### src/rtl/mshl_map.vh
// Purpose: Register offsets, field codes and reset values for the motion sequence / homing / limit block
// Assumes: Plain register port, 32-bit data, word offsets
// Notes:   Definitions only
`ifndef MSHL_MAP_VH
`define MSHL_MAP_VH

// Register offsets
`define MSHL_ADDR_CHAIN       8'h00
`define MSHL_ADDR_HOME_MODE   8'h04
`define MSHL_ADDR_LIMIT_START 8'h08
`define MSHL_ADDR_LIMIT_END   8'h0C
`define MSHL_ADDR_FORCE       8'h10
`define MSHL_ADDR_CONTROL     8'h14
`define MSHL_ADDR_STATUS      8'h18
`define MSHL_ADDR_HOME_POS    8'h1C

// Chaining options
`define MSHL_CHAIN_STOP       2'h0
`define MSHL_CHAIN_STEP       2'h1
`define MSHL_CHAIN_CONT       2'h2

// Home-setting modes
`define MSHL_HOME_LEAVE       3'h1
`define MSHL_HOME_IDX_AFTER   3'h3
`define MSHL_HOME_IDX_IN      3'h4
`define MSHL_HOME_ENTER       3'h5
`define MSHL_HOME_HERE        3'h6
`define MSHL_HOME_LIMIT_IDX   3'h7

// Reset values
`define MSHL_RST_CHAIN        2'h0
`define MSHL_RST_HOME_MODE    3'h6

// Travel limit maximum setting
`define MSHL_LIMIT_MAX        22'h27FFFF

// Control register bits
`define MSHL_CTL_RUN_BIT      0
`define MSHL_CTL_HOME_BIT     1
`define MSHL_CTL_TEACH_BIT    2
`define MSHL_CTL_TEACH_END    3

// Output-force field: low byte value, next byte keep mask
`define MSHL_FORCE_KEEP_LSB   8

`endif

### src/rtl/mshl_core.v
// Purpose: Program channel chaining, output forcing, home return search and travel limit zone
// Assumes: Inputs synchronous to core_clk; register port with read data one cycle after read strobe
// Notes:   Summary of operation
// Summary of operation
// - With chaining option 0 processing ends once the selected channel finishes.
// - With chaining option 1 a finished channel arms the next number, later starts run it, channel select ignored.
// - With chaining option 2 channels run back to back in ascending order with no further start.
// - Digit n of the output-force command drives discrete output port n for ports seven to zero.
// - A force digit of 0 opens a port, 1 closes it and X leaves it unchanged.
// - Home mode 1 takes home where the axis leaves the home sensor region.
// - Home mode 3 takes home at the first index pulse after fully passing the home sensor region.
// - Home mode 4 takes home at the first index pulse after entering the home sensor region.
// - Home mode 5 takes home where the axis first enters the home sensor region.
// - Home mode 6 latches the present position at once and makes no motion.
// - Home mode 7 enters the limit sensor region, reverses, and takes home at the index pulse while reversing.
// - The span from travel-limit start upward to travel-limit end is forbidden.
// - The travel-limit start accepts whole counts from 0 through 2621439.
// - Teaching loads the present position into the travel-limit start setting.
// - Teaching is refused while the position sensor, absolute position or overspeed alarm is active.
`timescale 1ns/1ps
`include "mshl_map.vh"

module mshl_core #(
	parameter CH_W  = 4,
	parameter POS_W = 22
)(
	input  wire             core_clk,
	input  wire             sys_rst,
	input  wire [7:0]       reg_addr,
	input  wire [31:0]      reg_wdata,
	input  wire             reg_wr,
	input  wire             reg_rd,
	output reg  [31:0]      reg_rdata,
	input  wire             start_req,
	input  wire [CH_W-1:0]  channel_select_input,
	input  wire             channel_done,
	output reg              channel_run,
	output reg  [CH_W-1:0]  channel_num,
	output reg  [7:0]       discrete_output_ports,
	input  wire [7:0]       port_function_level,
	input  wire [POS_W-1:0] present_position,
	input  wire             home_sensor,
	input  wire             index_pulse,
	input  wire             limit_sensor,
	output reg              home_move,
	output reg              home_reverse,
	output reg              home_found,
	input  wire             position_sensor_alarm,
	input  wire             absolute_position_alarm,
	input  wire             overspeed_alarm,
	output reg              limit_zone
);

	// Sequencer states
	localparam SQ_IDLE = 2'd0;
	localparam SQ_RUN  = 2'd1;
	localparam SQ_ARM  = 2'd2;
	// Homing states
	localparam HM_IDLE = 3'd0;
	localparam HM_SEEK = 3'd1;
	localparam HM_IN   = 3'd2;
	localparam HM_OUT  = 3'd3;
	localparam HM_REV  = 3'd4;

	reg  [1:0]       chain_q;
	reg  [2:0]       home_mode_q;
	reg  [POS_W-1:0] limit_start_q;
	reg  [POS_W-1:0] limit_end_q;
	reg  [POS_W-1:0] home_pos_q;
	reg  [7:0]       force_val_q;
	reg  [7:0]       force_keep_q;
	reg              force_en_q;
	reg              teach_refused_q;
	reg  [1:0]       sq_state_q;
	reg  [2:0]       hm_state_q;
	reg              home_prev_q;
	wire             alarm_any;
	wire             wr_chain;
	wire             wr_home;
	wire             wr_start;
	wire             wr_ctl;
	wire [POS_W-1:0] wdata_pos;

	assign alarm_any = position_sensor_alarm | absolute_position_alarm | overspeed_alarm;
	assign wr_chain  = reg_wr && (reg_addr == `MSHL_ADDR_CHAIN);
	assign wr_home   = reg_wr && (reg_addr == `MSHL_ADDR_HOME_MODE);
	assign wr_start  = reg_wr && (reg_addr == `MSHL_ADDR_LIMIT_START);
	assign wr_ctl    = reg_wr && (reg_addr == `MSHL_ADDR_CONTROL);
	assign wdata_pos = reg_wdata[POS_W-1:0];

	// Settings registers with range checks and teach
	always @(posedge core_clk)
	begin
		if (sys_rst)
		begin
			chain_q         <= `MSHL_RST_CHAIN;
			home_mode_q     <= `MSHL_RST_HOME_MODE;
			limit_start_q   <= {POS_W{1'b0}};
			limit_end_q     <= {POS_W{1'b0}};
			force_val_q     <= 8'h00;
			force_keep_q    <= 8'hFF;
			force_en_q      <= 1'b0;
			teach_refused_q <= 1'b0;
		end
		else
		begin
			if (wr_chain && reg_wdata[31:2] == 30'h0 && reg_wdata[1:0] != 2'h3)
				chain_q <= reg_wdata[1:0];
			if (wr_home && reg_wdata[31:3] == 29'h0 && reg_wdata[2:0] != 3'h0 && reg_wdata[2:0] != 3'h2)
				home_mode_q <= reg_wdata[2:0];
			if (wr_start && reg_wdata[31:POS_W] == {(32-POS_W){1'b0}} && wdata_pos <= `MSHL_LIMIT_MAX)
				limit_start_q <= wdata_pos;
			if (reg_wr && reg_addr == `MSHL_ADDR_LIMIT_END && reg_wdata[31:POS_W] == {(32-POS_W){1'b0}}
				&& wdata_pos <= `MSHL_LIMIT_MAX)
				limit_end_q <= wdata_pos;
			if (reg_wr && reg_addr == `MSHL_ADDR_FORCE)
			begin
				force_val_q  <= reg_wdata[7:0];
				force_keep_q <= reg_wdata[`MSHL_FORCE_KEEP_LSB+7:`MSHL_FORCE_KEEP_LSB];
				force_en_q   <= 1'b1;
			end
			if (wr_ctl && reg_wdata[`MSHL_CTL_TEACH_END])
				force_en_q <= 1'b0; // Release forcing back to normal functions
			if (wr_ctl && reg_wdata[`MSHL_CTL_TEACH_BIT])
			begin
				if (alarm_any)
					teach_refused_q <= 1'b1;
				else
				begin
					limit_start_q   <= present_position;
					teach_refused_q <= 1'b0;
				end
			end
		end
	end

	// Output forcing per port, held state when digit is X
	genvar gi;
	generate
		for (gi = 0; gi < 8; gi = gi + 1)
		begin : g_port
			always @(posedge core_clk)
			begin
				if (sys_rst)
					discrete_output_ports[gi] <= 1'b0;
				else if (!force_en_q)
					discrete_output_ports[gi] <= port_function_level[gi];
				else if (!force_keep_q[gi])
					discrete_output_ports[gi] <= force_val_q[gi];
			end
		end
	endgenerate

	// Program channel sequencer
	always @(posedge core_clk)
	begin
		if (sys_rst)
		begin
			sq_state_q  <= SQ_IDLE;
			channel_run <= 1'b0;
			channel_num <= {CH_W{1'b0}};
		end
		else
		begin
			case (sq_state_q)
				SQ_IDLE:
				begin
					if (start_req)
					begin
						channel_num <= channel_select_input;
						channel_run <= 1'b1;
						sq_state_q  <= SQ_RUN;
					end
				end
				SQ_RUN:
				begin
					if (channel_done)
					begin
						case (chain_q)
							`MSHL_CHAIN_STEP:
							begin
								channel_run <= 1'b0;
								channel_num <= channel_num + 1'b1;
								sq_state_q  <= SQ_ARM;
							end
							`MSHL_CHAIN_CONT:
								channel_num <= channel_num + 1'b1;
							default:
							begin
								channel_run <= 1'b0;
								sq_state_q  <= SQ_IDLE;
							end
						endcase
					end
				end
				SQ_ARM:
				begin
					if (chain_q != `MSHL_CHAIN_STEP)
						sq_state_q <= SQ_IDLE;
					else if (start_req)
					begin
						channel_run <= 1'b1;
						sq_state_q  <= SQ_RUN;
					end
				end
				default:
					sq_state_q <= SQ_IDLE;
			endcase
		end
	end

	// Home return search
	always @(posedge core_clk)
	begin
		if (sys_rst)
		begin
			hm_state_q   <= HM_IDLE;
			home_move    <= 1'b0;
			home_reverse <= 1'b0;
			home_found   <= 1'b0;
			home_pos_q   <= {POS_W{1'b0}};
			home_prev_q  <= 1'b0;
		end
		else
		begin
			home_prev_q <= home_sensor;
			home_found  <= 1'b0;
			case (hm_state_q)
				HM_IDLE:
				begin
					if (wr_ctl && reg_wdata[`MSHL_CTL_HOME_BIT])
					begin
						if (home_mode_q == `MSHL_HOME_HERE)
						begin
							home_pos_q <= present_position;
							home_found <= 1'b1;
						end
						else
						begin
							home_move  <= 1'b1;
							hm_state_q <= HM_SEEK;
						end
					end
				end
				HM_SEEK:
				begin
					if (home_mode_q == `MSHL_HOME_LIMIT_IDX)
					begin
						if (limit_sensor)
						begin
							home_reverse <= 1'b1;
							hm_state_q   <= HM_REV;
						end
					end
					else if (home_sensor && !home_prev_q)
					begin
						if (home_mode_q == `MSHL_HOME_ENTER)
						begin
							home_pos_q <= present_position;
							home_found <= 1'b1;
							home_move  <= 1'b0;
							hm_state_q <= HM_IDLE;
						end
						else
							hm_state_q <= HM_IN;
					end
				end
				HM_IN:
				begin
					if (home_mode_q == `MSHL_HOME_IDX_IN && index_pulse)
					begin
						home_pos_q <= present_position;
						home_found <= 1'b1;
						home_move  <= 1'b0;
						hm_state_q <= HM_IDLE;
					end
					else if (!home_sensor)
					begin
						if (home_mode_q == `MSHL_HOME_LEAVE)
						begin
							home_pos_q <= present_position;
							home_found <= 1'b1;
							home_move  <= 1'b0;
							hm_state_q <= HM_IDLE;
						end
						else if (home_mode_q == `MSHL_HOME_IDX_AFTER)
							hm_state_q <= HM_OUT;
					end
				end
				HM_OUT, HM_REV:
				begin
					if (index_pulse)
					begin
						home_pos_q   <= present_position;
						home_found   <= 1'b1;
						home_move    <= 1'b0;
						home_reverse <= 1'b0;
						hm_state_q   <= HM_IDLE;
					end
				end
				default:
					hm_state_q <= HM_IDLE;
			endcase
		end
	end

	// Forbidden zone from start setting upward to end setting, wrapping past the top
	always @(posedge core_clk)
	begin
		if (sys_rst)
			limit_zone <= 1'b0;
		else if (limit_start_q <= limit_end_q)
			limit_zone <= (present_position >= limit_start_q) && (present_position <= limit_end_q);
		else
			limit_zone <= (present_position >= limit_start_q) || (present_position <= limit_end_q);
	end

	// Read port, unmapped reads return zero
	always @(posedge core_clk)
	begin
		if (sys_rst)
			reg_rdata <= 32'h00000000;
		else if (reg_rd)
		begin
			case (reg_addr)
				`MSHL_ADDR_CHAIN:       reg_rdata <= {30'h0, chain_q};
				`MSHL_ADDR_HOME_MODE:   reg_rdata <= {29'h0, home_mode_q};
				`MSHL_ADDR_LIMIT_START: reg_rdata <= {{(32-POS_W){1'b0}}, limit_start_q};
				`MSHL_ADDR_LIMIT_END:   reg_rdata <= {{(32-POS_W){1'b0}}, limit_end_q};
				`MSHL_ADDR_FORCE:       reg_rdata <= {16'h0, force_keep_q, force_val_q};
				`MSHL_ADDR_STATUS:      reg_rdata <= {16'h0, channel_num[CH_W-1:0] & {CH_W{1'b1}},
					{(12-CH_W){1'b0}}, teach_refused_q, limit_zone, channel_run, home_move};
				`MSHL_ADDR_HOME_POS:    reg_rdata <= {{(32-POS_W){1'b0}}, home_pos_q};
				default:                reg_rdata <= 32'h00000000;
			endcase
		end
		else
			reg_rdata <= 32'h00000000;
	end

endmodule // mshl_core

### config.mk
export PLATFORM = sky130hd
export DESIGN_NAME = mshl_core
export DESIGN_NICKNAME = d
export VERILOG_FILES = /design/src/rtl/mshl_core.v
export VERILOG_INCLUDE_DIRS = /design/src /design/src/rtl
export SDC_FILE = /design/constraint.sdc
export NUM_CORES = 1
export LEC_CHECK = 0
export BUFFER_PORTS_ARGS = -buffer_cell sky130_fd_sc_hd__buf_2
export CAP_MARGIN = 20
export CORE_ASPECT_RATIO = 2
export CORE_MARGIN = 3
export CORE_UTILIZATION = 44
export CTS_BUF_LIST = sky130_fd_sc_hd__clkbuf_16
export DETAILED_ROUTE_END_ITERATION = 7
export GPL_TIMING_DRIVEN = 0
export HOLD_SLACK_MARGIN = 0.15
export PLACE_DENSITY = 0.65
export SLEW_MARGIN = 20
export SYNTH_ARGS = -nofsm -noshare
export SYNTH_HDL_FRONTEND = slang
export SYNTH_SLANG_ARGS = --single-unit
### constraint.sdc
create_clock -name core_clk -period 2.69 [get_ports core_clk]
set_input_delay 0.1345 -clock core_clk [delete_from_list [all_inputs] [get_ports core_clk]]
set_output_delay 0.1345 -clock core_clk [all_outputs]
set_load 0.02 [all_outputs]
# Word level (Yosys, flattened, before mapping)
# Cells that the tools add are included.
# totals
inputBits,86
output_inout_bits,49
elab_cells,212
regBits,144
# classes
magnitude_cmp,4
n_reduce_logical,45
n_eq_ne,51
n_mux,81
bitwise,3
n_addsub,1
# op_table
cell,n
22-bit two-way mux,12
22-bit one-hot mux with 7 select lines,1
22-bit one-hot mux with 4 select lines,1
2-bit != test (second input constant),23
22-bit <= comparator,2
1-bit two-way mux,42
8-bit by 5-bit equality test with 1-bit output (second input constant),4
30-bit logical NOT,1
3-bit two-way mux,10
29-bit logical NOT,1
22-bit greater-or-equal comparator,1
22-bit <= comparator (second input constant),1
1-bit logical AND,21
9-bit AND reduction,2
8-bit by 4-bit equality test with 1-bit output (second input constant),2
3-bit equality test (second input constant),5
4-bit two-way mux,3
3-bit != test (second input constant),4
3-bit one-hot mux with 4 select lines,1
4-bit AND reduction,3
10-bit logical NOT,1
3-bit by 2-bit equality test with 1-bit output (second input constant),3
8-bit by 3-bit equality test with 1-bit output (second input constant),1
8-bit logical NOT,1
other kinds (26),39

# Longest topological paths before layout
# depth
ltp_word,7
mapped_depth,10
depth_no_buf,8

# Worst setup path after synthesis
# Ideal clock, no wire load.
# synth_path
path_kind,input-to-reg
start,input reg_addr[1]
end,register home_pos_q[4]
setup_ns,0.128
required_ns,2.562
slack_ns,0.598
t_arrival_ns,1.965
path_stages,7
n_path_buf,1
cell_sequence,or4_4 nor4_4 a31oi_1 nor4_4 buf_6 mux2i_1 nor2_1
# synth_via
elab_chain_len,5
# synth_rtl
element,line_no,text
from (decl),mshl_core.v:29,"input wire [7:0] reg_addr,"
8-bit by 5-bit equality test with 1-bit output (no line),--,
1-bit logical AND,mshl_core.v:88,assign wr_ctl = reg_wr && (reg_addr == `MSHL_ADDR_CONTROL);
1-bit logical AND,mshl_core.v:231,if (wr_ctl && reg_wdata[`MSHL_CTL_HOME_BIT])
2-bit != test (no line),--,
9-bit AND reduction (no line),--,
to (signal assigned),mshl_core.v:221,home_pos_q <= {POS_W{1'b0}};
to (signal assigned),mshl_core.v:235,home_pos_q <= present_position;
to (signal assigned),mshl_core.v:259,home_pos_q <= present_position;
to (decl),mshl_core.v:69,reg [POS_W-1:0] home_pos_q;
# No other way between the ends.
# A chain may end at the register's enable or synchronous reset.

# Worst setup path after layout
# layout_path
start,input reg_wdata[16]
end,register home_mode_q[0]
# layout_via
elab_chain_len,4
# layout_rtl
element,line_no,text
from (decl),mshl_core.v:30,"input wire [31:0] reg_wdata,"
29-bit logical NOT,mshl_core.v:109,if (wr_home && reg_wdata[31:3] == 29'h0 && reg_wdata[2:0] != 3'h0 && reg_wdata[2:0] != 3'h2)
1-bit logical AND (3 in a row),mshl_core.v:109,
to (signal assigned),mshl_core.v:97,home_mode_q <= `MSHL_RST_HOME_MODE;
to (signal assigned),mshl_core.v:110,home_mode_q <= reg_wdata[2:0];
to (decl),mshl_core.v:66,reg [2:0] home_mode_q;
# No other way between the ends.

==> metrics.yaml <==
power_and_ir_drop:
  p_leak_nw: 3.84
  p_sw_mw: 1.19
  p_sw_share_pct: 24.2
  pwr-share-comb_pct: 9.6
  peakVddDrop_uv: 366
  powerDensity_nw_per_um2: 508
  p_int_mw: 3.74
  p_seq_share_pct: 40.8
  power_frac_clock_pct: 49.6
die:
  dieHeight_um: 192
  die_w_um: 99.0
  rows: 67
  core_um2: 16800
  start_util_pct: 45.1
  die_area_um2: 19000
  num_io_pins: 135
worst_setup_path:
  criticalPathCategory: "in -> reg"
  r2r.worst_path.cells: 8
  reg2reg_slack_ns: 0.26
  critPathCaptureType: "flip-flop"
  worstSetupStartpointType: "primary input"
  arrival_ns: 2.88
  cp.required_ns: 3.05
  reg2reg_from: "home_mode_q[0]"
  r2r-end: "home_pos_q[5]"
  crit_fanout: 3
layout:
  fin_area_um2: 9720
  n_antenna_cell: 0
  drive_above_1_share_pct: 16.2
  syn2layout_area_growth_pct: 27.9
  final_nets: 1274
global_routing:
  grt_max_degree: 17
  antenna_found_initial: 0
  grt_pass1_wl_um: 41000
  first_global_vias: 7414
  grt-ovfl-total: 0
  grtUsageTotal_pct: 28.5
yosys:
  synth_common_cells: "dfxtp_1, nand2_1, nor2_1"
  synth_top_area_share_pct: 35.3
  synth_edf_count: 0
  ys_seq_area_share_pct: 35.3
  ys.flop_type: "dfxtp_1"
  ys_seq_elements: 134
  yosysMostFrequentCell: "dfxtp_1"
  synthTopCellsByArea: "dfxtp_1, ha_1, mux2i_1"
  synth_area_per_cell_um2: 8.36
  netlist_area_um2: 7600
  postSynth.asyncResetShare_pct: 0
  yosys_warnings: 0
  ys_types: 62
  synthCells: 910
  synth_top_cell_by_area: "dfxtp_1"
clocking:
  holdBufCountCts: 62
  ctsRootBufferMaster: "clkbuf_16"
  cts_max_path_buffers: 2
  cts.sinks: 134
  clkLatencyLatePin_ns: 0.43
  postCtsResizedCells: 0
  cts_tree: "done"
  path_clk_slew_ns: 0.06
  post_cts_buffers: 0
  cts_buffers: 17
  h-tree-depth: 4
routing:
  firstDrtPassIters: 5
  via_count: 7648
  ant_nets: 0
  routed_wl_um: 27600
  drt-initial-drc-count: 441
  post_drt_via_cell_ratio: 5.71
  detail_route.wl_per_cell_um: 20.6
  drc: 0
sta:
  setup_viol: 0
  fin_crit_sh_pct: 94.0
  fin_worst_skew_ns: 0.00822
  rsz0062_at_grt: "false"
  hold_viol: 0
  totalNegativeSetupSlack_ns: 0
  worst_pin_slew_ns: 0.825
  period_needed_ns: 2.53
  fmax_ghz: 0.395
  slew_headroom_pct: 45.0
  maxSlewViolCount: 0
flow_run:
  max_cap_viol_count: 0
hold_path:
  hold_path_depth: 5
  min_to: "hm_state_q[2]"
  hold_start: "limit_sensor"
  hp-class: "in -> reg"
outcome:
  status: "finished clean"
placed_design:
  hpwl_um: 21000
  gp_congestion: 0.947
  portBuffers: 119
  place_area_um2: 8490
[metal layers]
layer / track usage [%] / routed length (µm) / vias up
li1: - / - / 3645
met1: 27.8 / 9410 / 3596
met2: 52.8 / 14500 / 304
met3: 4.29 / 1450 / 103
met4: 21.5 / 2230 / 0
met5: 0 / 0 / -
[critical path: stages]
cell and delay [ns]:
dlygate4sd3_1 0.53, buf_2 0.14, nor3_1 0.60, nand3_1 0.29
nor3_1 0.37, nand3_1 0.11, dlygate4sd3_1 0.57, a21oi_1 0.14
[per-stage QoR]
stage	total power [mW]	util (%)	hold slack [ns]	worst slack, ns	instances
2_1_floorplan	2.26	-	0.231	0.598	919
3_3_place_gp	2.45	50.4	0.414	0.0403	1245
3_5_place_dp	2.45	50.4	0.417	0.0469	1245
4_1_cts	4.95	57.7	0.151	0.189	1339
5_1_grt	5.07	57.7	0.167	0.0648	1339
6_report	4.94	57.7	0.160	0.161	1339
[power by group through the flow]
stage          logic [mW]  registers [mW]  clock network [mW]
3_3_place_gp        0.390            2.06                   0
4_1_cts             0.466            2.02                2.46
6_report            0.472            2.02                2.45
5_1_grt             0.510            2.02                2.54
3_5_place_dp        0.395            2.06                   0
2_1_floorplan       0.188            2.07                   0
[kinds of logic after synthesis]
| family | count (synthesis) | synth area share, % |
|---|---|---|
| AND/OR/NAND/NOR | 303 | 19.1 |
| AO/OA/AOI/OAI | 217 | 18.5 |
| flip-flops | 134 | 35.3 |
| buffers and inverters | 122 | 7.09 |
| adder cells (fa/ha/maj) | 69 | 11.4 |
| multiplexers | 64 | 8.69 |
| other | 1 | 0.0493 |
[placed cells by master (no fill, tap or decap), drive strengths merged, types with 6 or more instances in the layout]
cell type    Yosys  routed
nor3            13      13
nor2            92      92
clkbuf          43      60
dlygate4sd3      0      62
inv             57      59
dfxtp          134     134
ha              69      69
conb             1      10
and3             8       8
buf             21     140
nor4            10      10
mux2i           57      57
clkinv           1       6
a22oi           35      35
a21oi           84      84
nand2b           6       6
nand3           20      20
mux2             6       6
a211oi          37      37
nand2          106     106
nand3b          12      12
nand4           13      13
o21ai           17      17
[how the worst max path moves through the flow]
| stage | slack (ns) | from | cells after the start | to |
|---|---|---|---|---|
| after floorplan | 0.60 | reg_addr[1] | 7 | home_pos_q[4] |
| after global placement | 0.04 | reg_addr[1] | 8 | home_pos_q[8] |
| after detailed placement | 0.05 | reg_addr[1] | 8 | home_pos_q[10] |
| after CTS | 0.19 | reg_wdata[16] | 8 | home_mode_q[0] |
| after global routing | 0.06 | reg_wdata[16] | 8 | home_mode_q[0] |
| final | 0.16 | reg_wdata[16] | 8 | home_mode_q[0] |
[cell type report]
| type | count | area (µm²) |
|---|---|---|
| multi-input combinational | 663 | 4420 |
| clock inverter | 15 | 186 |
| buffer | 64 | 322 |
| sequential | 134 | 2680 |
| clock buffer | 17 | 425 |
| tap | 207 | 259 |
| inverter | 58 | 218 |
| fill | 1592 | 7130 |
| timing repair buffer | 181 | 1220 |
[flip-flops by register name (all words and copies together) (netlist names)]
register,cells
home_found,1
discrete_output_ports,8
home_move,1
limit_start_q,22
channel_num,4
sq_state_q,2
chain_q,2
home_reverse,1
force_val_q,8
limit_zone,1
hm_state_q,3
channel_run,1
home_prev_q,1
home_mode_q,3
teach_refused_q,1
limit_end_q,22
reg_rdata,22
force_keep_q,8
force_en_q,1
home_pos_q,22
(Power assumes the default switching activity.)
